===== src/pkg/pwrseq_pkg.sv =====
// Constants shared by the pushbutton power sequencer
`default_nettype none
package pwrseq_pkg;
   // Timebase
   localparam int unsigned CLK_HZ      = 50_000_000;
   localparam int unsigned CYC_PER_MS  = CLK_HZ / 1000;
   localparam int unsigned DEB_MS      = 32;
   localparam int unsigned BLANK_MS    = 512;
   localparam int unsigned LOCK_MS     = 1000;
   localparam int unsigned DEB_CYC     = DEB_MS * CYC_PER_MS;
   localparam int unsigned BLANK_CYC   = BLANK_MS * CYC_PER_MS;
   localparam int unsigned LOCK_CYC    = LOCK_MS * CYC_PER_MS;
   localparam int unsigned TMR_STEPS   = 16;
   localparam logic [3:0]  TMR_STEP_SH = 4'h4;          // 16 steps as a shift
   // Register byte offsets
   localparam logic [7:0]  CTRL_OFS    = 8'h00;
   localparam logic [7:0]  TSTEP_OFS   = 8'h04;
   localparam logic [7:0]  STATUS_OFS  = 8'h08;
   // Timer pin modes (control bits 1:0)
   localparam logic [1:0]  TMR_OPEN    = 2'h0;
   localparam logic [1:0]  TMR_CAP     = 2'h1;
   localparam logic [1:0]  TMR_GND     = 2'h2;
   // Reset values
   localparam logic [1:0]  CTRL_RST    = TMR_OPEN;
   localparam logic [31:0] TSTEP_RST   = 32'h00008c61;  // Cycles per timer step
   // Status field positions
   localparam int unsigned ST_EN       = 0;
   localparam int unsigned ST_REQ_N    = 1;
   localparam int unsigned ST_GOOD     = 2;
   localparam int unsigned ST_SRC_MON  = 3;
   localparam int unsigned ST_STATE    = 4;

   typedef enum logic [3:0] {
      S_WAIT, S_ON_DEB, S_BLANK, S_ON_RUN, S_OFF_DEB, S_REQ_MIN, S_TMR_RUN, S_OFF_HOLD, S_LOCKOUT
   } seq_state_t;
endpackage : pwrseq_pkg
`default_nettype wire


===== src/rtl/pwrseq.sv =====
// Pushbutton and supply-monitor power sequencer with APB control
`timescale 1ns/1ps
`default_nettype none
module pwrseq
   import pwrseq_pkg::*;
#(
   parameter logic [31:0] DEB_CYCLES   = DEB_CYC,
   parameter logic [31:0] BLANK_CYCLES = BLANK_CYC,
   parameter logic [31:0] LOCK_CYCLES  = LOCK_CYC,
   parameter bit          EN_ACT_LOW   = 1'b0
) (
   input  wire logic        CLK,
   input  wire logic        NRST,
   input  wire logic        CE,
   input  wire logic        BUTTON_N,
   input  wire logic        MONITOR,
   input  wire logic        KILL_N,
   input  wire logic        MODE_SEL,
   output logic             POWER_EN,
   output logic             SHUTDOWN_REQ_N,
   output logic             SENSE_GOOD,
   input  wire logic        PSEL,
   input  wire logic        PENABLE,
   input  wire logic        PWRITE,
   input  wire logic [7:0]  PADDR,
   input  wire logic [31:0] PWDATA,
   output logic [31:0]      PRDATA,
   output logic             PREADY,
   output logic             PSLVERR
);
   // Counts below two would skip the compare-to-last checks
   if (DEB_CYCLES < 32'h2 || BLANK_CYCLES < 32'h2 || LOCK_CYCLES < 32'h2) begin : gen_cnt_chk
      $error("pwrseq: interval counts must be at least 2");
   end

   logic [3:0]  sync1_r;
   logic [3:0]  sync2_r;
   logic        btn_s;
   logic        mon_s;
   logic        kill_s;
   logic        sel_s;
   logic        mon_prev_r;
   logic        btn_prev_r;
   seq_state_t  state_r;
   logic [31:0] cnt_r;
   logic        src_mon_r;
   logic        off_mon_r;
   logic        ign_btn_r;
   logic        en_pin_r;
   logic        req_n_r;
   logic        good_r;
   logic [1:0]  tmr_mode_r;
   logic [31:0] tstep_r;
   logic        en_on;
   logic        mon_rise;
   logic        mon_fall;
   logic        btn_fall;
   logic        trig_low;
   logic [31:0] tmr_last;

   // Two-stage synchronisers for the button, monitor, kill and mode-select pins
   always_ff @(posedge CLK or negedge NRST) begin
      if (!NRST) begin
         sync1_r <= 4'hd;                                         // Monitor low, no false sense-good
         sync2_r <= 4'hd;
      end else if (CE) begin
         sync1_r <= {MODE_SEL, KILL_N, MONITOR, BUTTON_N};
         sync2_r <= sync1_r;
      end
   end

   assign btn_s  = sync2_r[0];
   assign mon_s  = sync2_r[1];
   assign kill_s = sync2_r[2];
   assign sel_s  = sync2_r[3];

   // Previous samples for edge detection
   always_ff @(posedge CLK or negedge NRST) begin
      if (!NRST) begin
         mon_prev_r <= 1'b0;
         btn_prev_r <= 1'b1;
      end else if (CE) begin
         mon_prev_r <= mon_s;
         btn_prev_r <= btn_s;
      end
   end

   assign en_on    = en_pin_r ^ EN_ACT_LOW;
   assign mon_rise = mon_s && !mon_prev_r;
   assign mon_fall = !mon_s && mon_prev_r;
   assign btn_fall = !btn_s && btn_prev_r;
   assign trig_low = off_mon_r ? !mon_s : !btn_s;
   assign tmr_last = (tstep_r << TMR_STEP_SH) - 32'h1;           // 16 steps

   // Main power sequence
   always_ff @(posedge CLK or negedge NRST) begin
      if (!NRST) begin
         state_r   <= S_LOCKOUT;
         cnt_r     <= 32'h0;
         src_mon_r <= 1'b0;
         off_mon_r <= 1'b0;
         ign_btn_r <= 1'b0;
         en_pin_r  <= EN_ACT_LOW;
         req_n_r   <= 1'b1;
      end else if (CE) begin
         cnt_r <= cnt_r + 32'h1;
         case (state_r)
            S_WAIT: begin
               cnt_r <= 32'h0;
               if (btn_fall) begin
                  state_r   <= S_ON_DEB;
                  src_mon_r <= 1'b0;
               end else if (mon_rise) begin
                  state_r   <= S_ON_DEB;
                  src_mon_r <= 1'b1;
               end
            end
            S_ON_DEB: begin
               if (!src_mon_r && btn_s) begin
                  cnt_r <= 32'h0;
                  if (mon_s) begin
                     src_mon_r <= 1'b1;
                  end else begin
                     state_r <= S_WAIT;
                  end
               end else if (src_mon_r && !mon_s) begin
                  state_r <= S_WAIT;
               end else if (cnt_r == DEB_CYCLES - 32'h1) begin
                  state_r  <= S_BLANK;
                  cnt_r    <= 32'h0;
                  en_pin_r <= !EN_ACT_LOW;
               end
            end
            S_BLANK: begin
               if (cnt_r == BLANK_CYCLES - 32'h1) begin
                  cnt_r     <= 32'h0;
                  ign_btn_r <= !btn_s;
                  if (!kill_s) begin
                     state_r  <= btn_s ? S_LOCKOUT : S_OFF_HOLD;
                     en_pin_r <= EN_ACT_LOW;
                  end else begin
                     state_r <= S_ON_RUN;
                  end
               end
            end
            S_ON_RUN: begin
               cnt_r <= 32'h0;
               if (btn_s) begin
                  ign_btn_r <= 1'b0;
               end
               if (!kill_s) begin
                  state_r  <= btn_s ? S_LOCKOUT : S_OFF_HOLD;
                  en_pin_r <= EN_ACT_LOW;
                  req_n_r  <= 1'b1;
               end else if (!btn_s && !ign_btn_r) begin
                  state_r   <= S_OFF_DEB;
                  off_mon_r <= 1'b0;
               end else if (mon_fall && sel_s && src_mon_r) begin
                  state_r   <= S_REQ_MIN;
                  off_mon_r <= 1'b1;
                  req_n_r   <= 1'b0;
               end
            end
            S_OFF_DEB: begin
               if (!kill_s) begin
                  state_r  <= S_OFF_HOLD;
                  en_pin_r <= EN_ACT_LOW;
               end else if (btn_s) begin
                  state_r <= S_ON_RUN;
               end else if (cnt_r == DEB_CYCLES - 32'h1) begin
                  state_r <= S_REQ_MIN;
                  cnt_r   <= 32'h0;
                  req_n_r <= 1'b0;
               end
            end
            S_REQ_MIN: begin
               if (!kill_s) begin
                  state_r  <= btn_s ? S_LOCKOUT : S_OFF_HOLD;
                  en_pin_r <= EN_ACT_LOW;
                  req_n_r  <= 1'b1;
               end else if (cnt_r >= DEB_CYCLES - 32'h1) begin
                  cnt_r <= cnt_r;
                  if (!trig_low) begin
                     state_r <= S_ON_RUN;
                     req_n_r <= 1'b1;
                  end else if (tmr_mode_r == TMR_GND) begin
                     state_r <= S_REQ_MIN;
                  end else if (tmr_mode_r == TMR_OPEN) begin
                     state_r  <= btn_s ? S_LOCKOUT : S_OFF_HOLD;
                     en_pin_r <= EN_ACT_LOW;
                     req_n_r  <= 1'b1;
                  end else begin
                     state_r <= S_TMR_RUN;
                     cnt_r   <= 32'h0;
                  end
               end
            end
            S_TMR_RUN: begin
               if (!kill_s) begin
                  state_r  <= btn_s ? S_LOCKOUT : S_OFF_HOLD;
                  en_pin_r <= EN_ACT_LOW;
                  req_n_r  <= 1'b1;
               end else if (!trig_low) begin
                  state_r <= S_ON_RUN;
                  req_n_r <= 1'b1;
               end else if (cnt_r >= tmr_last) begin
                  state_r  <= btn_s ? S_LOCKOUT : S_OFF_HOLD;
                  en_pin_r <= EN_ACT_LOW;
                  req_n_r  <= 1'b1;
               end
            end
            S_OFF_HOLD: begin
               cnt_r <= 32'h0;
               if (btn_s) begin
                  state_r <= S_LOCKOUT;
               end
            end
            S_LOCKOUT: begin
               if (cnt_r == LOCK_CYCLES - 32'h1) begin
                  state_r <= S_WAIT;
                  cnt_r   <= 32'h0;
               end
            end
            default: begin
               state_r <= S_LOCKOUT;
            end
         endcase
      end
   end

   // Sense-good follows the monitor
   always_ff @(posedge CLK or negedge NRST) begin
      if (!NRST) begin
         good_r <= 1'b0;
      end else if (CE) begin
         good_r <= mon_s;
      end
   end

   assign POWER_EN       = en_pin_r;
   assign SHUTDOWN_REQ_N = req_n_r;
   assign SENSE_GOOD     = good_r;

   // APB slave, one wait state per access; read data latched on the wait edge
   always_ff @(posedge CLK or negedge NRST) begin
      if (!NRST) begin
         PREADY  <= 1'b0;
         PSLVERR <= 1'b0;
         PRDATA  <= 32'h0;
      end else if (CE) begin
         PREADY  <= 1'b0;
         PSLVERR <= 1'b0;
         if (PSEL && PENABLE && !PREADY) begin
            PREADY <= 1'b1;
            PRDATA <= 32'h0;
            if (PADDR == CTRL_OFS) begin
               PRDATA <= {30'h0, tmr_mode_r};
            end else if (PADDR == TSTEP_OFS) begin
               PRDATA <= tstep_r;
            end else if (PADDR == STATUS_OFS) begin
               PRDATA <= {24'h0, state_r, src_mon_r, good_r, req_n_r, en_on};
            end else begin
               PSLVERR <= 1'b1;
            end
         end
      end
   end

   // Register writes land on the edge that completes the transfer
   always_ff @(posedge CLK or negedge NRST) begin
      if (!NRST) begin
         tmr_mode_r <= CTRL_RST;
         tstep_r    <= TSTEP_RST;
      end else if (CE && PSEL && PENABLE && PREADY && PWRITE) begin
         if (PADDR == CTRL_OFS) begin
            tmr_mode_r <= PWDATA[1:0];
         end else if (PADDR == TSTEP_OFS) begin
            tstep_r <= (PWDATA == 32'h0) ? 32'h1 : PWDATA;   // Zero step would never end
         end
      end
   end

   // Checks on the sequence
   blank_hold_a: assert property (@(posedge CLK) disable iff (!NRST)
      state_r == S_BLANK |-> en_on && req_n_r)
      else $error("enable or request changed during blanking");
   deb_len_a: assert property (@(posedge CLK) disable iff (!NRST)
      $rose(en_on) |-> $past(state_r) == S_ON_DEB && $past(cnt_r) == DEB_CYCLES - 32'h1)
      else $error("enable rose without full debounce");
   req_len_a: assert property (@(posedge CLK) disable iff (!NRST)
      $fell(req_n_r) && !off_mon_r |-> $past(cnt_r) == DEB_CYCLES - 32'h1)
      else $error("button request asserted without full debounce");
   mon_req_a: assert property (@(posedge CLK) disable iff (!NRST)
      CE && state_r == S_ON_RUN && kill_s && (btn_s || ign_btn_r) && mon_fall && sel_s && src_mon_r
      |=> !req_n_r && state_r == S_REQ_MIN)
      else $error("monitor fall did not assert request at once");
   sel_block_a: assert property (@(posedge CLK) disable iff (!NRST)
      CE && state_r == S_ON_RUN && mon_fall && !sel_s |=> req_n_r)
      else $error("monitor fall acted with mode select low");
   kill_off_a: assert property (@(posedge CLK) disable iff (!NRST)
      CE && !kill_s && (state_r == S_ON_RUN || state_r == S_REQ_MIN) |=> !en_on && req_n_r)
      else $error("kill low did not drop enable");
   abort_a: assert property (@(posedge CLK) disable iff (!NRST)
      CE && state_r == S_TMR_RUN && kill_s && !trig_low |=> en_on && req_n_r)
      else $error("timer abort failed");
   gnd_hold_a: assert property (@(posedge CLK) disable iff (!NRST)
      CE && state_r == S_REQ_MIN && tmr_mode_r == TMR_GND && kill_s |=> en_on)
      else $error("forced off with grounded timer");
   lock_quiet_a: assert property (@(posedge CLK) disable iff (!NRST)
      state_r == S_LOCKOUT |-> !en_on && req_n_r)
      else $error("outputs active during lockout");
   good_follow_a: assert property (@(posedge CLK) disable iff (!NRST)
      CE |=> SENSE_GOOD == $past(mon_s))
      else $error("sense good does not follow monitor");

   // Checks on turn-off timing, ignored inputs, priority and debounce restart
   req_min_a: assert property (@(posedge CLK) disable iff (!NRST)
      CE && state_r == S_REQ_MIN && kill_s && cnt_r < DEB_CYCLES - 32'h1 |=> !req_n_r)
      else $error("request released before its minimum width");
   open_off_a: assert property (@(posedge CLK) disable iff (!NRST)
      CE && state_r == S_REQ_MIN && kill_s && trig_low && tmr_mode_r == TMR_OPEN
      && cnt_r >= DEB_CYCLES - 32'h1 |=> !en_on && req_n_r)
      else $error("open timer did not force off");
   tmr_off_a: assert property (@(posedge CLK) disable iff (!NRST)
      CE && state_r == S_TMR_RUN && kill_s && trig_low && cnt_r >= tmr_last |=> !en_on && req_n_r)
      else $error("timer end did not force off");
   hold_wait_a: assert property (@(posedge CLK) disable iff (!NRST)
      CE && state_r == S_OFF_HOLD && !btn_s |=> state_r == S_OFF_HOLD)
      else $error("lockout started with button held");
   btn_ign_a: assert property (@(posedge CLK) disable iff (!NRST)
      CE && state_r == S_ON_RUN && ign_btn_r && !btn_s && kill_s && !mon_fall |=> state_r == S_ON_RUN)
      else $error("held button acted before release");
   mon_ign_a: assert property (@(posedge CLK) disable iff (!NRST)
      CE && state_r == S_ON_RUN && !src_mon_r && btn_s && kill_s |=> state_r == S_ON_RUN && req_n_r)
      else $error("monitor acted after button power-up");
   btn_first_a: assert property (@(posedge CLK) disable iff (!NRST)
      CE && state_r == S_WAIT && btn_fall |=> state_r == S_ON_DEB && !src_mon_r)
      else $error("button did not take priority");
   mon_start_a: assert property (@(posedge CLK) disable iff (!NRST)
      CE && state_r == S_WAIT && !btn_fall && mon_rise |=> state_r == S_ON_DEB && src_mon_r)
      else $error("monitor rise did not start power-up");
   deb_restart_a: assert property (@(posedge CLK) disable iff (!NRST)
      CE && state_r == S_ON_DEB && !src_mon_r && btn_s |=> cnt_r == 32'h0)
      else $error("button bounce did not restart debounce");
endmodule : pwrseq
`default_nettype wire


===== config.mk =====
export PLATFORM = sky130hd
export DESIGN_NAME = pwrseq
export DESIGN_NICKNAME = d
export VERILOG_FILES = /design/src/pkg/pwrseq_pkg.sv /design/src/rtl/pwrseq.sv
export SDC_FILE = /design/constraint.sdc
export NUM_CORES = 1
export LEC_CHECK = 0
export BUFFER_PORTS_ARGS = -buffer_cell sky130_fd_sc_hd__buf_2
export CORE_MARGIN = 4
export CORE_UTILIZATION = 42
export CTS_BUF_LIST = sky130_fd_sc_hd__clkbuf_8
export CTS_CLUSTER_SIZE = 12
export DETAILED_ROUTE_END_ITERATION = 6
export PLACE_DENSITY = 0.69
export RECOVER_POWER = 100
export SLEW_MARGIN = 40
export SYNTH_ARGS = -nofsm -noshare
export SYNTH_HDL_FRONTEND = slang
export SYNTH_SLANG_ARGS = --single-unit
export TNS_END_PERCENT = 1

===== constraint.sdc =====
create_clock -name CLK -period 10.6 [get_ports CLK]
set_input_delay 2.12 -clock CLK [delete_from_list [all_inputs] [get_ports CLK]]
set_output_delay 2.12 -clock CLK [all_outputs]
set_load 0.02 [all_outputs]

## Word level (Yosys, flattened, before mapping)

Index checks and enable logic that the tools add are counted.

| cells by class | value |
|---|---|
| add/sub/neg operators | 2 |
| multiply operators | 0 |
| div/mod/pow operators | 0 |
| magnitude comparators | 2 |
| eq/ne operators | 45 |
| shift-type cells | 0 |
| muxes and demuxes | 88 |
| bitwise logic cells | 1 |
| reduce and logical (&&, ||, !) cells | 41 |

Operators with widths:

| kind | number |
|---|---|
| 32-bit two-way mux | 15 |
| 32-bit case mux with 6 select lines | 1 |
| 4-bit two-way mux | 25 |
| 1-bit two-way mux | 41 |
| 4-bit inequality test, second input constant | 9 |
| 4-bit case mux with 9 select lines | 1 |
| 32-bit by 1-bit adder with 32-bit output, second input constant | 1 |
| 32-bit by 21-bit equality test with 1-bit output, second input constant | 1 |
| 32-bit by 25-bit equality test with 1-bit output, second input constant | 1 |
| 32-bit by 26-bit equality test with 1-bit output, second input constant | 1 |
| 32-bit by 21-bit greater-or-equal comparator with 1-bit output, second input constant | 1 |
| 32-bit greater-or-equal comparator | 1 |
| 32-bit zero test | 1 |
| 32-bit by 1-bit subtractor with 32-bit output, second input constant | 1 |
| 3-bit inequality test, second input constant | 10 |
| 2-bit inequality test, second input constant | 12 |
| 11-bit AND reduction | 2 |
| 4-bit by 3-bit equality test with 1-bit output, second input constant | 4 |
| 1-bit logical AND | 14 |
| 12-bit AND reduction | 1 |
| 4-bit AND reduction | 3 |
| 4-bit by 2-bit equality test with 1-bit output, second input constant | 2 |
| 8-bit by 3-bit equality test with 1-bit output, second input constant | 1 |
| 8-bit by 4-bit equality test with 1-bit output, second input constant | 1 |
| 20 further kinds | 29 |

| storage, ports and cells | value |
|---|---|
| flip-flop bits (word level) | 119 |
| bits in latches | 0 |
| memory bits (writable) | 0 |
| memory bits (read-only) | 0 |
| input port bits | 50 |
| logic and storage cells | 195 |
| memories | 0 |

## Longest topological paths before layout

Gate-level depths: netlist of the first run.

| logic depth | value |
|---|---|
| word-level depth | 8 |
| depth in mapped cells | 16 |
| mapped depth without buffers | 16 |

## Worst setup path before layout of the first run

OpenSTA, ideal clock, no wires.

| timing path | value |
|---|---|
| path kind | register -> register |
| start | register tstep_r[4] |
| end | register state_r[1] |
| setup time | 0.125 ns |
| arrival time | 3.742 ns |
| required time | 10.475 ns |
| slack | 6.734 ns |
| cell stages (with the launch flop) | 15 |
| buffers on the path | 0 |
| period minus slack after synthesis | 3.866 ns |
| cell sequence | dfrtp_1 > nor4_1 > nor4b_2 > nand2_1 > or4_1 > nand2b_1 > nor3_1 > xnor2_1 > ha_1 > and4_1 > nand4_1 > o2111ai_1 > nor3_1 > nor3_2 > mux2_2 |

| on the way | value |
|---|---|
| longest elaborated chain between the ends | 4 |

Ends and longest elaborated chain:

| element | RTL line | text |
|---|---|---|
| start: declaration | pwrseq.sv:53 | `logic [31:0] tstep_r;` |
| start signal: assignment | pwrseq.sv:278 | `tstep_r <= (PWDATA == 32'h0) ? 32'h1 : PWDATA;` |
| 32-bit by 1-bit subtractor with 32-bit output | pwrseq.sv:93 | `assign tmr_last = (tstep_r << TMR_STEP_SH) - 32'h1;` |
| 32-bit greater-or-equal comparator | pwrseq.sv:206 | `end else if (cnt_r >= tmr_last) begin` |
| 4-bit inequality test (no line) | -- |  |
| 11-bit AND reduction (no line) | -- |  |
| end signal: assignment | pwrseq.sv:139 | `state_r <= btn_s ? S_LOCKOUT : S_OFF_HOLD;` |
| end signal: assignment | pwrseq.sv:200 | `state_r <= btn_s ? S_LOCKOUT : S_OFF_HOLD;` |
| end signal: assignment | pwrseq.sv:207 | `state_r <= btn_s ? S_LOCKOUT : S_OFF_HOLD;` |
| end: declaration | pwrseq.sv:44 | `seq_state_t state_r;` |

Every way passes these cells.
A chain may end at the register's enable or synchronous reset.

## Final worst setup path of the first run

Ends and elaborated chain as after synthesis.

==> results of run 1 <==
per-layer routing:
| metal | GRT usage (%) | routed length (µm) | vias to the layer above |
|---|---|---|---|
| met3 | 4.916 | 1108 | 28 |
| met2 | 31.65 | 9269 | 190 |
| met4 | 5.711 | 285 | 0 |
| met1 | 26.92 | 8816 | 3094 |
| li1 | - | - | 3123 |
| met5 | 0 | 0 | - |
worst max-delay path, stage by stage, from the launching register on:
cell	delay (ns)
dfrtp_1	0.44
nor4_1	0.44
nor4b_1	0.69
nand2_1	0.20
or4_1	0.50
nand2b_1	0.23
nor3_1	0.20
xnor2_1	0.10
ha_1	0.29
and4_1	0.21
nand4_1	0.19
o2111ai_1	0.41
nor3_1	0.16
nor3_1	0.53
mux2_2	0.40
registers in the layout, summed over array words and instances (netlist names), 2 cells and up:
signal      flops
PRDATA         32
cnt_r          32
tstep_r        32
state_r         4
sync1_r         4
sync2_r         4
tmr_mode_r      2
cell usage after synthesis, types with 5 or more instances:
master     count  share of area (%)
a21o_1         5               0.51
a21oi_1       35                2.4
a22o_1         9                1.1
a2bb2oi_1      6               0.72
a31oi_1        9               0.77
and3_1         7               0.60
buf_2          9               0.61
clkbuf_1      31                1.6
dfrtp_1      104                 35
dfstp_2       15                5.4
ha_1          30                5.1
inv_1         18               0.92
mux2_2        45                6.9
mux2i_1       10                1.4
nand2_1      113                5.8
nand2b_1       5               0.43
nand3_1       34                2.3
nand4_1       19                1.6
nor2_1        48                2.5
nor2b_1       12                1.0
nor3_1        25                1.7
nor4_1        21                1.8
nor4b_1        6               0.72
o21ai_0       65                4.4
o22ai_1        5               0.43
o2bb2ai_1      6               0.72
o311ai_0       5               0.60
o31ai_1        5               0.51
or2_2          5               0.43
or3_1          9               0.77
or4_1          7               0.72
xnor2_1       16                1.9
xor2_1        10                1.2
cell type report:
| cell class | instances | area (µm²) |
|---|---|---|
| fillers | 1594 | 9007 |
| multi-input cells | 627 | 4080 |
| flip-flops and latches | 119 | 2997 |
| repair buffers | 89 | 404.1 |
| well taps | 225 | 281.5 |
| clock buffers | 17 | 234.0 |
| clock inverters | 15 | 157.7 |
| inverters | 20 | 75.07 |
cells in the final DEF (no fill, tap or decap), types with 12 or more instances in the layout:
cell type / count
a21oi_1: 35
buf_2: 47
clkbuf_1: 40
clkbuf_8: 17
dfrtp_1: 104
dfstp_2: 15
ha_1: 30
inv_1: 18
mux2_2: 45
nand2_1: 113
nand3_1: 34
nand4_1: 19
nor2_1: 49
nor2b_1: 12
nor3_1: 26
nor4_1: 21
o21ai_0: 65
xnor2_1: 16
worst min-delay path by stage:
| stage | to | slack, ns | depth (start not counted) |
|---|---|---|---|
| floorplan | cnt_r[1] | 0.47 | 2 |
| global placement | PRDATA[10] | 0.46 | 2 |
| detailed placement | PRDATA[29] | 0.47 | 2 |
| CTS | PRDATA[10] | 0.49 | 2 |
| global route | PRDATA[24] | 0.52 | 2 |
| finish | PRDATA[10] | 0.49 | 2 |
logic make-up (layout without fill, tap and decap cells):
logic type      count (synthesis)  in the layout  share of synthesized area (%)
simple gates                  341            341                          24.29
compound gates                175            175                          15.07
xor+xnor                       26             26                          3.100
flops                         119            119                          40.79
buf+inv                        61            141                          3.372
fa+ha+maj                      30             30                          5.110
mux                            55             55                          8.261
through the flow:
stage,instances,hold slack (ns),setup WS (ns),area [µm²]
6_report,1112,0.4868,5.496,8229
5_1_grt,1112,0.5203,5.026,8229
4_1_cts,1112,0.4870,6.072,8310
3_5_place_dp,1080,0.4656,6.073,7919
3_3_place_gp,1080,0.4624,5.836,7910
2_1_floorplan,807,0.4657,6.734,7346
power by group:
group | internal (µW) | total [µW] | leakage (µW) | switching, µW
Combinational | 232 | 556 | 0.00170 | 324
Sequential | 507 | 629 | 0.00158 | 123
Clock | 176 | 408 | 0.000196 | 231
==> flow_summary.json, run 1 <==
{
  "status": "finished with violations",
  "violations": "DRC, capacitance limit, slew limit",
  "worst_pin_slew_ns": 2.464,
  "worstRegToRegCells": 14,
  "worstPathArrival_ns": 5.43,
  "die_area_mm2": 0.01967,
  "power_density_mw_per_mm2": 193.6,
  "p_total_uw": 1593,
  "cts_tree": "done",
  "cts_max_level": 4,
  "hold_viol_final": 0,
  "routabilityCongestion": 0.9184,
  "max_freq_ghz": 0.1959,
  "synth.distinct_cells": 68,
  "finalNetCount": 954,
  "clock_latency_ns": 0.45,
  "crit_end": "state_r[1]",
  "timing.critical_path.from": "tstep_r[4]",
  "post_cts.repair.setup_buffers": 0,
  "grt_max_degree": 77,
  "fin_worst_skew_ns": 0.01780,
  "grt_overflow": 0,
  "ant_nets": 0,
  "antenna_found_initial": 0,
  "wl_um": 19480,
  "reg2reg_slack_ns": 5.50,
  "numCtsBuffers": 17,
  "grt_pass1_vias": 6239,
  "yosysSeqAreaShare_pct": 40.79,
  "syn_area_mm2": 0.007346,
  "clock_path_buffers": 2,
  "drt_iter0_markers": 424,
  "yosys_warnings": 0,
  "hp-class": "flip-flop to flip-flop",
  "routedWlPerCell_um": 17.52,
  "ir_worst_vdd_uv": 141.4,
  "regToRegStartpoint": "tstep_r[4]",
  "die_y_um": 140.3,
  "cts.sinks": 119,
  "post-dp-hpwl_um": 13770,
  "core_mm2": 0.01724,
  "insertedDiodeCount": 0,
  "cts_resized": 0,
  "fin_crit_ns": 5.104,
  "portBuffers": 86,
  "ys.flop_type": "dfrtp_1",
  "path_class": "flip-flop to flip-flop",
  "fin_crit_sh_pct": 48.15,
  "path_clk_slew_ns": 0.09,
  "via_count": 6435,
  "slew_viol_final": 113,
  "tns_ns": 0,
  "final_util_pct": 47.74,
  "syn-num-nets": 887,
  "rsz0062_at_grt": "no",
  "rr_endpoint": "state_r[1]",
  "drc": 2,
  "avgViaCountPerCell": 5.787,
  "grt_pass1_wl_um": 32150,
  "syn_to_final_growth_pct": 12.03,
  "postSynthCellCount": 807,
  "io_pins": 87,
  "drive_gt1_share_pct": 17.70,
  "critPathRequiredTime_ns": 10.93,
  "synth-seq-cells": 119,
  "crit_fanout": 5,
  "leakage_uw": 0.003476,
  "track_usage_pct": 19.84,
  "maxCapViolCount": 3,
  "crit_path_end_kind": "flip-flop",
  "ctsHoldBuffers": 0,
  "initial_core_util_pct": 42.62,
  "die_x_um": 140.3,
  "rows": 48,
  "worstSetupStartpointType": "flip-flop",
  "syn_area_per_cell_um2": 9.103,
  "synth_edf_count": 0,
  "maxSlewHeadroom_pct": -64.29,
  "first_pass_iters": 7,
  "worstHoldStart": "PRDATA[10]",
  "async_reset_ff_share_pct": 100.0,
  "clockRootBuffer": "clkbuf_8",
  "setup_viol": 0
}
Power figures use the tool's default switching activity.
==> run 2, diff against run 1 <==
--- a/config.mk
+++ b/config.mk
@@ -5,13 +5,14 @@
 export SDC_FILE = /design/constraint.sdc
 export NUM_CORES = 1
 export LEC_CHECK = 0
+export ABC_AREA = 1
 export BUFFER_PORTS_ARGS = -buffer_cell sky130_fd_sc_hd__buf_2
 export CORE_MARGIN = 4
 export CORE_UTILIZATION = 42
 export CTS_BUF_LIST = sky130_fd_sc_hd__clkbuf_8
 export CTS_CLUSTER_SIZE = 12
 export DETAILED_ROUTE_END_ITERATION = 6
-export PLACE_DENSITY = 0.69
+export PLACE_DENSITY = 0.68
 export RECOVER_POWER = 100
 export SLEW_MARGIN = 40
 export SYNTH_ARGS = -nofsm -noshare
==> constraint.sdc (replaced) <==
create_clock -name CLK -period 5.34 [get_ports CLK]
set_input_delay 1.068 -clock CLK [delete_from_list [all_inputs] [get_ports CLK]]
set_output_delay 1.068 -clock CLK [all_outputs]
set_load 0.02 [all_outputs]
==> run 2 against run 1 <==
Compared with the run above: the flow finishes with violations (capacitance limit, slew limit); worst hold slack got worse by 0.014 ns; critical endpoint is now cnt_r[31]; cell count grew 32%; largest cell class unchanged; clock skew down 0.0066 ns; sequential cell count is the same; register-to-register slack worse by 4.0 ns; combinational power up 9.7%; clock power increased by 140%; non-clock buffer count is 6 higher; critical path type is now input port to flip-flop; sequential power up 62%.
==> flow_summary.json, run 2 <==
{
  "avgViaCountPerCell": 5.157,
  "reg2reg_slack_ns": 1.50,
  "cts_resized": 0,
  "reg_top3": "PRDATA x32, cnt_r x32, tstep_r x32",
  "critPathRequiredTime_ns": 5.59,
  "tns_ns": 0,
  "rr_endpoint": "cnt_r[31]",
  "ctsHoldBuffers": 0,
  "slew_viol_final": 113,
  "crit_end": "cnt_r[31]",
  "critPathSlowestCell": "clkbuf_1",
  "maxCapViolCount": 3,
  "power_density_mw_per_mm2": 292.7,
  "clock_path_buffers": 2,
  "stdcell_count": 1472,
  "path_clk_slew_ns": 0.08,
  "maxSlewHeadroom_pct": -58.98,
  "fin_worst_skew_ns": 0.01121,
  "syn-num-nets": 1224,
  "grt_pass1_vias": 7151,
  "ir_worst_vdd_uv": 157.2,
  "cts_max_level": 4,
  "grt_max_degree": 46,
  "worst_pin_slew_ns": 2.385,
  "synth_edf_count": 0,
  "yosysMostFrequentCell": "nand2_1",
  "die_x_um": 145.3,
  "worstRegToRegCells": 12,
  "antenna_found_initial": 0,
  "mostFrequentLayoutCells": "363 x nand2_1, 126 x nor2_1, 120 x inv_1, 104 x dfrtp_1, 89 x o21ai_0",
  "p_total_uw": 2616,
  "worstPathArrival_ns": 4.68,
  "leakage_uw": 0.004504,
  "initial_core_util_pct": 43.32,
  "via_count": 7591,
  "hold_viol_final": 0,
  "violations": "capacitance limit, slew limit",
  "path_class": "input port to flip-flop",
  "ant_nets": 0,
  "fin_crit_ns": 4.426,
  "synthTopCellsByCount": "362 x nand2_1, 123 x nor2_1, 119 x inv_1",
  "syn_area_per_cell_um2": 6.919,
  "worst_slack_ns": 0.9140,
  "postSynthCellCount": 1144,
  "post_cts.repair.setup_buffers": 0,
  "crit_path_end_kind": "flip-flop",
  "grt_pass1_wl_um": 36330,
  "worstPathCellList": "buf_2 > clkbuf_1 > nand2_1 > nor3_4 > clkbuf_1 > nor2_1",
  "worstSetupStartpointType": "input port",
  "post-dp-hpwl_um": 16700,
  "ys_top_cells_by_area": "dfrtp_1 33%, nand2_1 17%, nor2_1 5.8%",
  "die_y_um": 145.3,
  "finalNetCount": 1310,
  "cts_tree": "done",
  "die_area_mm2": 0.02111,
  "syn_area_mm2": 0.007915,
  "first_pass_iters": 5,
  "drc": 0,
  "yosysTopAreaCell": "dfrtp_1",
  "status": "finished with violations",
  "grt_overflow": 0,
  "numCtsBuffers": 17,
  "yosysSeqAreaShare_pct": 37.86,
  "dp_cells": 1440,
  "yosysTopAreaCellShare_pct": 32.88,
  "wl_um": 21890,
  "io_pins": 87,
  "async_reset_ff_share_pct": 100.0,
  "max_freq_ghz": 0.2259,
  "hp-class": "flip-flop to flip-flop",
  "ys.flop_type": "dfrtp_1",
  "clockRootBuffer": "clkbuf_8",
  "fin_crit_sh_pct": 82.88,
  "insertedDiodeCount": 0,
  "final_common_cell": "nand2_1",
  "timing.critical_path.from": "CE",
  "cts.sinks": 119,
  "yosys_warnings": 0,
  "routabilityCongestion": 0.9593,
  "synth-seq-cells": 119,
  "crit_fanout": 27,
  "drive_gt1_share_pct": 14.08,
  "cp_slowest_stage_delay_ns": 1.36,
  "drt_iter0_markers": 493,
  "portBuffers": 86,
  "core_mm2": 0.01827,
  "rsz0062_at_grt": "no",
  "routedWlPerCell_um": 14.87,
  "syn_to_final_growth_pct": 12.88,
  "clock_latency_ns": 0.45,
  "setup_viol": 0,
  "finalInstanceArea_mm2": 0.008935,
  "rows": 49,
  "dp_slack_ns": 1.877,
  "synth.distinct_cells": 44,
  "crit_path_frequent_cell": "clkbuf_1",
  "regToRegStartpoint": "state_r[3]",
  "dpl-instance-area_mm2": 0.008554,
  "track_usage_pct": 20.89
}
## run 2: critical path, delay by kind of cell
kind                   cells  cell delay (ns)
buffers and inverters      3             2.28
AND/OR/NAND/NOR            3             1.30
## run 2: final cells by class
| type | count | area, µm² |
|---|---|---|
| flip-flops and latches | 119 | 2997 |
| clock inverters | 14 | 221.5 |
| multi-input cells | 856 | 4227 |
| clock buffers | 18 | 247.7 |
| repair buffers | 95 | 425.4 |
| fillers | 1900 | 9335 |
| well taps | 229 | 286.5 |
| inverters | 141 | 530.5 |
## run 2: power breakdown
part	switching, µW	internal, µW
Combinational	438	173
Clock	415	572
Sequential	57.2	961
Total	910	1710
## run 2: kinds of logic after synthesis
logic type	Yosys count	share of synthesized area, %
simple gates	677	37.80
fa+ha+maj	30	4.742
flops	119	37.86
compound gates	127	8.600
xor+xnor	22	2.434
buf+inv	169	8.568
## run 2: worst min path at each step
stage,cells after the start,to,start
global placement,2,sync1_r[2],sync1_r[2]
detailed placement,2,PRDATA[6],PRDATA[6]
CTS,2,sync2_r[3],sync2_r[3]
finish,2,sync1_r[3],sync1_r[3]
floorplan,2,sync1_r[1],sync1_r[1]
global route,2,sync2_r[3],sync2_r[3]
## run 2: metal layers
layer	up-vias	share of wire [%]	track usage, %	wire (µm)
met3	40	6.0	3.742	1318
met5	-	0	0	0
met1	3497	48	30.10	10530
li1	3832	-	-	-
met2	222	43	31.34	9486
met4	0	2.5	8.025	558
## run 2: metrics by stage
stage | hold WS (ns) | util, %
after CTS | 0.4731 | 49.39
after global routing | 0.4788 | 48.90
after detailed placement | 0.4595 | 46.82
after global placement | 0.4540 | 46.82
final | 0.4732 | 48.90
after floorplan | 0.4422 | -
==> run 3, diff against run 2 <==
--- a/config.mk
+++ b/config.mk
@@ -5,14 +5,14 @@
 export SDC_FILE = /design/constraint.sdc
 export NUM_CORES = 1
 export LEC_CHECK = 0
-export ABC_AREA = 1
+export ABC_AREA = 0
 export BUFFER_PORTS_ARGS = -buffer_cell sky130_fd_sc_hd__buf_2
 export CORE_MARGIN = 4
 export CORE_UTILIZATION = 42
 export CTS_BUF_LIST = sky130_fd_sc_hd__clkbuf_8
 export CTS_CLUSTER_SIZE = 12
 export DETAILED_ROUTE_END_ITERATION = 6
-export PLACE_DENSITY = 0.68
+export PLACE_DENSITY = 0.71
 export RECOVER_POWER = 100
 export SLEW_MARGIN = 40
 export SYNTH_ARGS = -nofsm -noshare
==> constraint.sdc (replaced) <==
create_clock -name CLK -period 4 [get_ports CLK]
set_input_delay 0.8 -clock CLK [delete_from_list [all_inputs] [get_ports CLK]]
set_output_delay 0.8 -clock CLK [all_outputs]
set_load 0.02 [all_outputs]
==> run 3 against run 2 <==
Compared with the run above: the run still ends with capacitance limit, slew limit left; sequential share of layout area grew 1.7 points; worst hold slack gained 0.019 ns; wire length fell by 9.2%; sequential power rose by 59%; final area fell by 4.8%; register-to-register slack worse by 1.4 ns; cell count fell by 23%; clock power rose by 10%; critical path depth up 8; critical endpoint is now POWER_EN; setup slack worse by 0.80 ns; critical path type is now flip-flop to flip-flop; via count shrank 13%; clock-buffer cell count fell by 1.
==> flow_summary.json, run 3 (synthesis results as in run 1) <==
{
  "status": "finished with violations",
  "violations": "capacitance limit, slew limit",
  "stdcell_count": 1135,
  "reg2reg_slack_ns": 0.12,
  "setup_viol": 0,
  "rsz0062_at_grt": "yes",
  "register_area_mm2": 0.002997,
  "wl_um": 19890,
  "clock_latency_ns": 0.47,
  "final.fill_count": 1631,
  "ctsHoldBuffers": 0,
  "fin_hold_ws_ns": 0.4923,
  "finalNetCount": 977,
  "clock_path_buffers": 2,
  "mostFrequentLayoutCells": "112 x nand2_1, 104 x dfrtp_1, 65 x o21ai_0, 48 x nor2_1, 47 x buf_2",
  "worstPathArrival_ns": 4.22,
  "power_density_mw_per_mm2": 504.9,
  "initial_core_util_pct": 42.62,
  "path_class": "flip-flop to flip-flop",
  "portBuffers": 86,
  "worstSetupStartpointType": "flip-flop",
  "maxCapViolCount": 3,
  "p_total_uw": 4294,
  "syn_to_final_growth_pct": 15.77,
  "avgViaCountPerCell": 5.827,
  "multi_input_area_mm2": 0.004187,
  "final_common_cell": "nand2_1",
  "slew_viol_final": 120,
  "worst_pin_slew_ns": 2.971,
  "path_clk_slew_ns": 0.09,
  "insertedDiodeCount": 0,
  "cts_max_level": 4,
  "drc": 0,
  "ant_nets": 0,
  "die_area_mm2": 0.01967,
  "clockRootBuffer": "clkbuf_8",
  "post-dp-hpwl_um": 14360,
  "fin_crit_ns": 3.882,
  "antenna_found_initial": 0,
  "grt_pass1_wl_um": 31900,
  "via_count": 6614,
  "die_y_um": 140.3,
  "hold_viol_final": 0,
  "io_pins": 87,
  "routabilityCongestion": 0.9206,
  "rows": 48,
  "drive_gt1_share_pct": 21.32,
  "grt_overflow": 0,
  "maxSlewHeadroom_pct": -98.04,
  "critPathRequiredTime_ns": 4.34,
  "numCtsBuffers": 17,
  "final_util_pct": 49.34,
  "grt_max_degree": 69,
  "cts.sinks": 119,
  "dp_cells": 1103,
  "core_mm2": 0.01724,
  "ir_worst_vdd_uv": 261.3,
  "max_freq_ghz": 0.2576,
  "leakage_uw": 0.003629,
  "crit_path_end_kind": "flip-flop",
  "routedWlPerCell_um": 17.52,
  "grt_pass1_vias": 6182,
  "first_pass_iters": 5,
  "crit_fanout": 3,
  "fin_worst_skew_ns": 0.02015,
  "drt_iter0_markers": 386,
  "track_usage_pct": 19.75,
  "reg_top3": "PRDATA x32, cnt_r x32, tstep_r x32",
  "cts_tree": "done",
  "hp-class": "flip-flop to flip-flop",
  "fin_crit_sh_pct": 97.05,
  "die_x_um": 140.3
}
[run 3: area by class of cell]
type                    count  area share [%]
multi-input cells         627           49.23
flip-flops and latches    119           35.24
clock buffers              17           2.751
clock inverters            15           1.810
well taps                 225           3.310
inverters                  20          0.8827
repair buffers            112           6.782
[run 3: path summary, 6_finish.rpt]
kind,cells past startpoint,startpoint,end
setup / recovery,14,tstep_r[4],POWER_EN
hold / removal,2,PRDATA[6],PRDATA[6]
setup reg to reg,14,tstep_r[4],POWER_EN
hold reg to reg,2,PRDATA[6],PRDATA[6]
max in group asynchronous,1,NRST,tstep_r[17]
min in group asynchronous,1,NRST,cnt_r[15]
[run 3: per-stage QoR]
stage               setup WS (ns)  setup TNS, ns  instance area (µm²)
floorplan                  0.1338              0                 7346
CTS                      0.001019              0                 8501
global placement          0.06630              0                 8095
detailed placement       -0.02251       -0.04342                 8098
finish                     0.1180              0                 8504
global route             -0.07684        -0.1197                 8504
[run 3: critical path: stages, from the launching register on]
cell	delay [ns]
dfrtp_1	0.42
nor4_4	0.30
nor4b_4	0.30
nand2_2	0.11
or4_4	0.43
nand2b_4	0.18
nor3_4	0.21
xnor2_1	0.09
ha_1	0.29
and4_1	0.20
nand4_1	0.17
a211oi_2	0.28
nor2_1	0.09
nor4bb_1	0.31
mux2_2	0.37
[run 3: what timing repair did]
item | in CTS | in global routing
pin swaps | 0 | 10
setup endpoints to repair | 5 | 6
setup buffers | 0 | 0
resized for setup | 2 | 15
[run 3: routing by layer]
| layer | global-route usage, % | wire, µm | vias up |
|---|---|---|---|
| met5 | 0 | 0 | - |
| met3 | 4.131 | 1054 | 35 |
| li1 | - | - | 3152 |
| met4 | 6.782 | 383 | 0 |
| met2 | 31.50 | 9566 | 208 |
| met1 | 26.79 | 8881 | 3219 |
[run 3: power by group]
group          internal (µW)  switching (µW)  leakage, µW  total (µW)
Clock                    464             624     0.000185        1090
Combinational            663             919      0.00187        1580
Sequential              1340             280      0.00158        1620
Total                   2470            1820      0.00363        4290
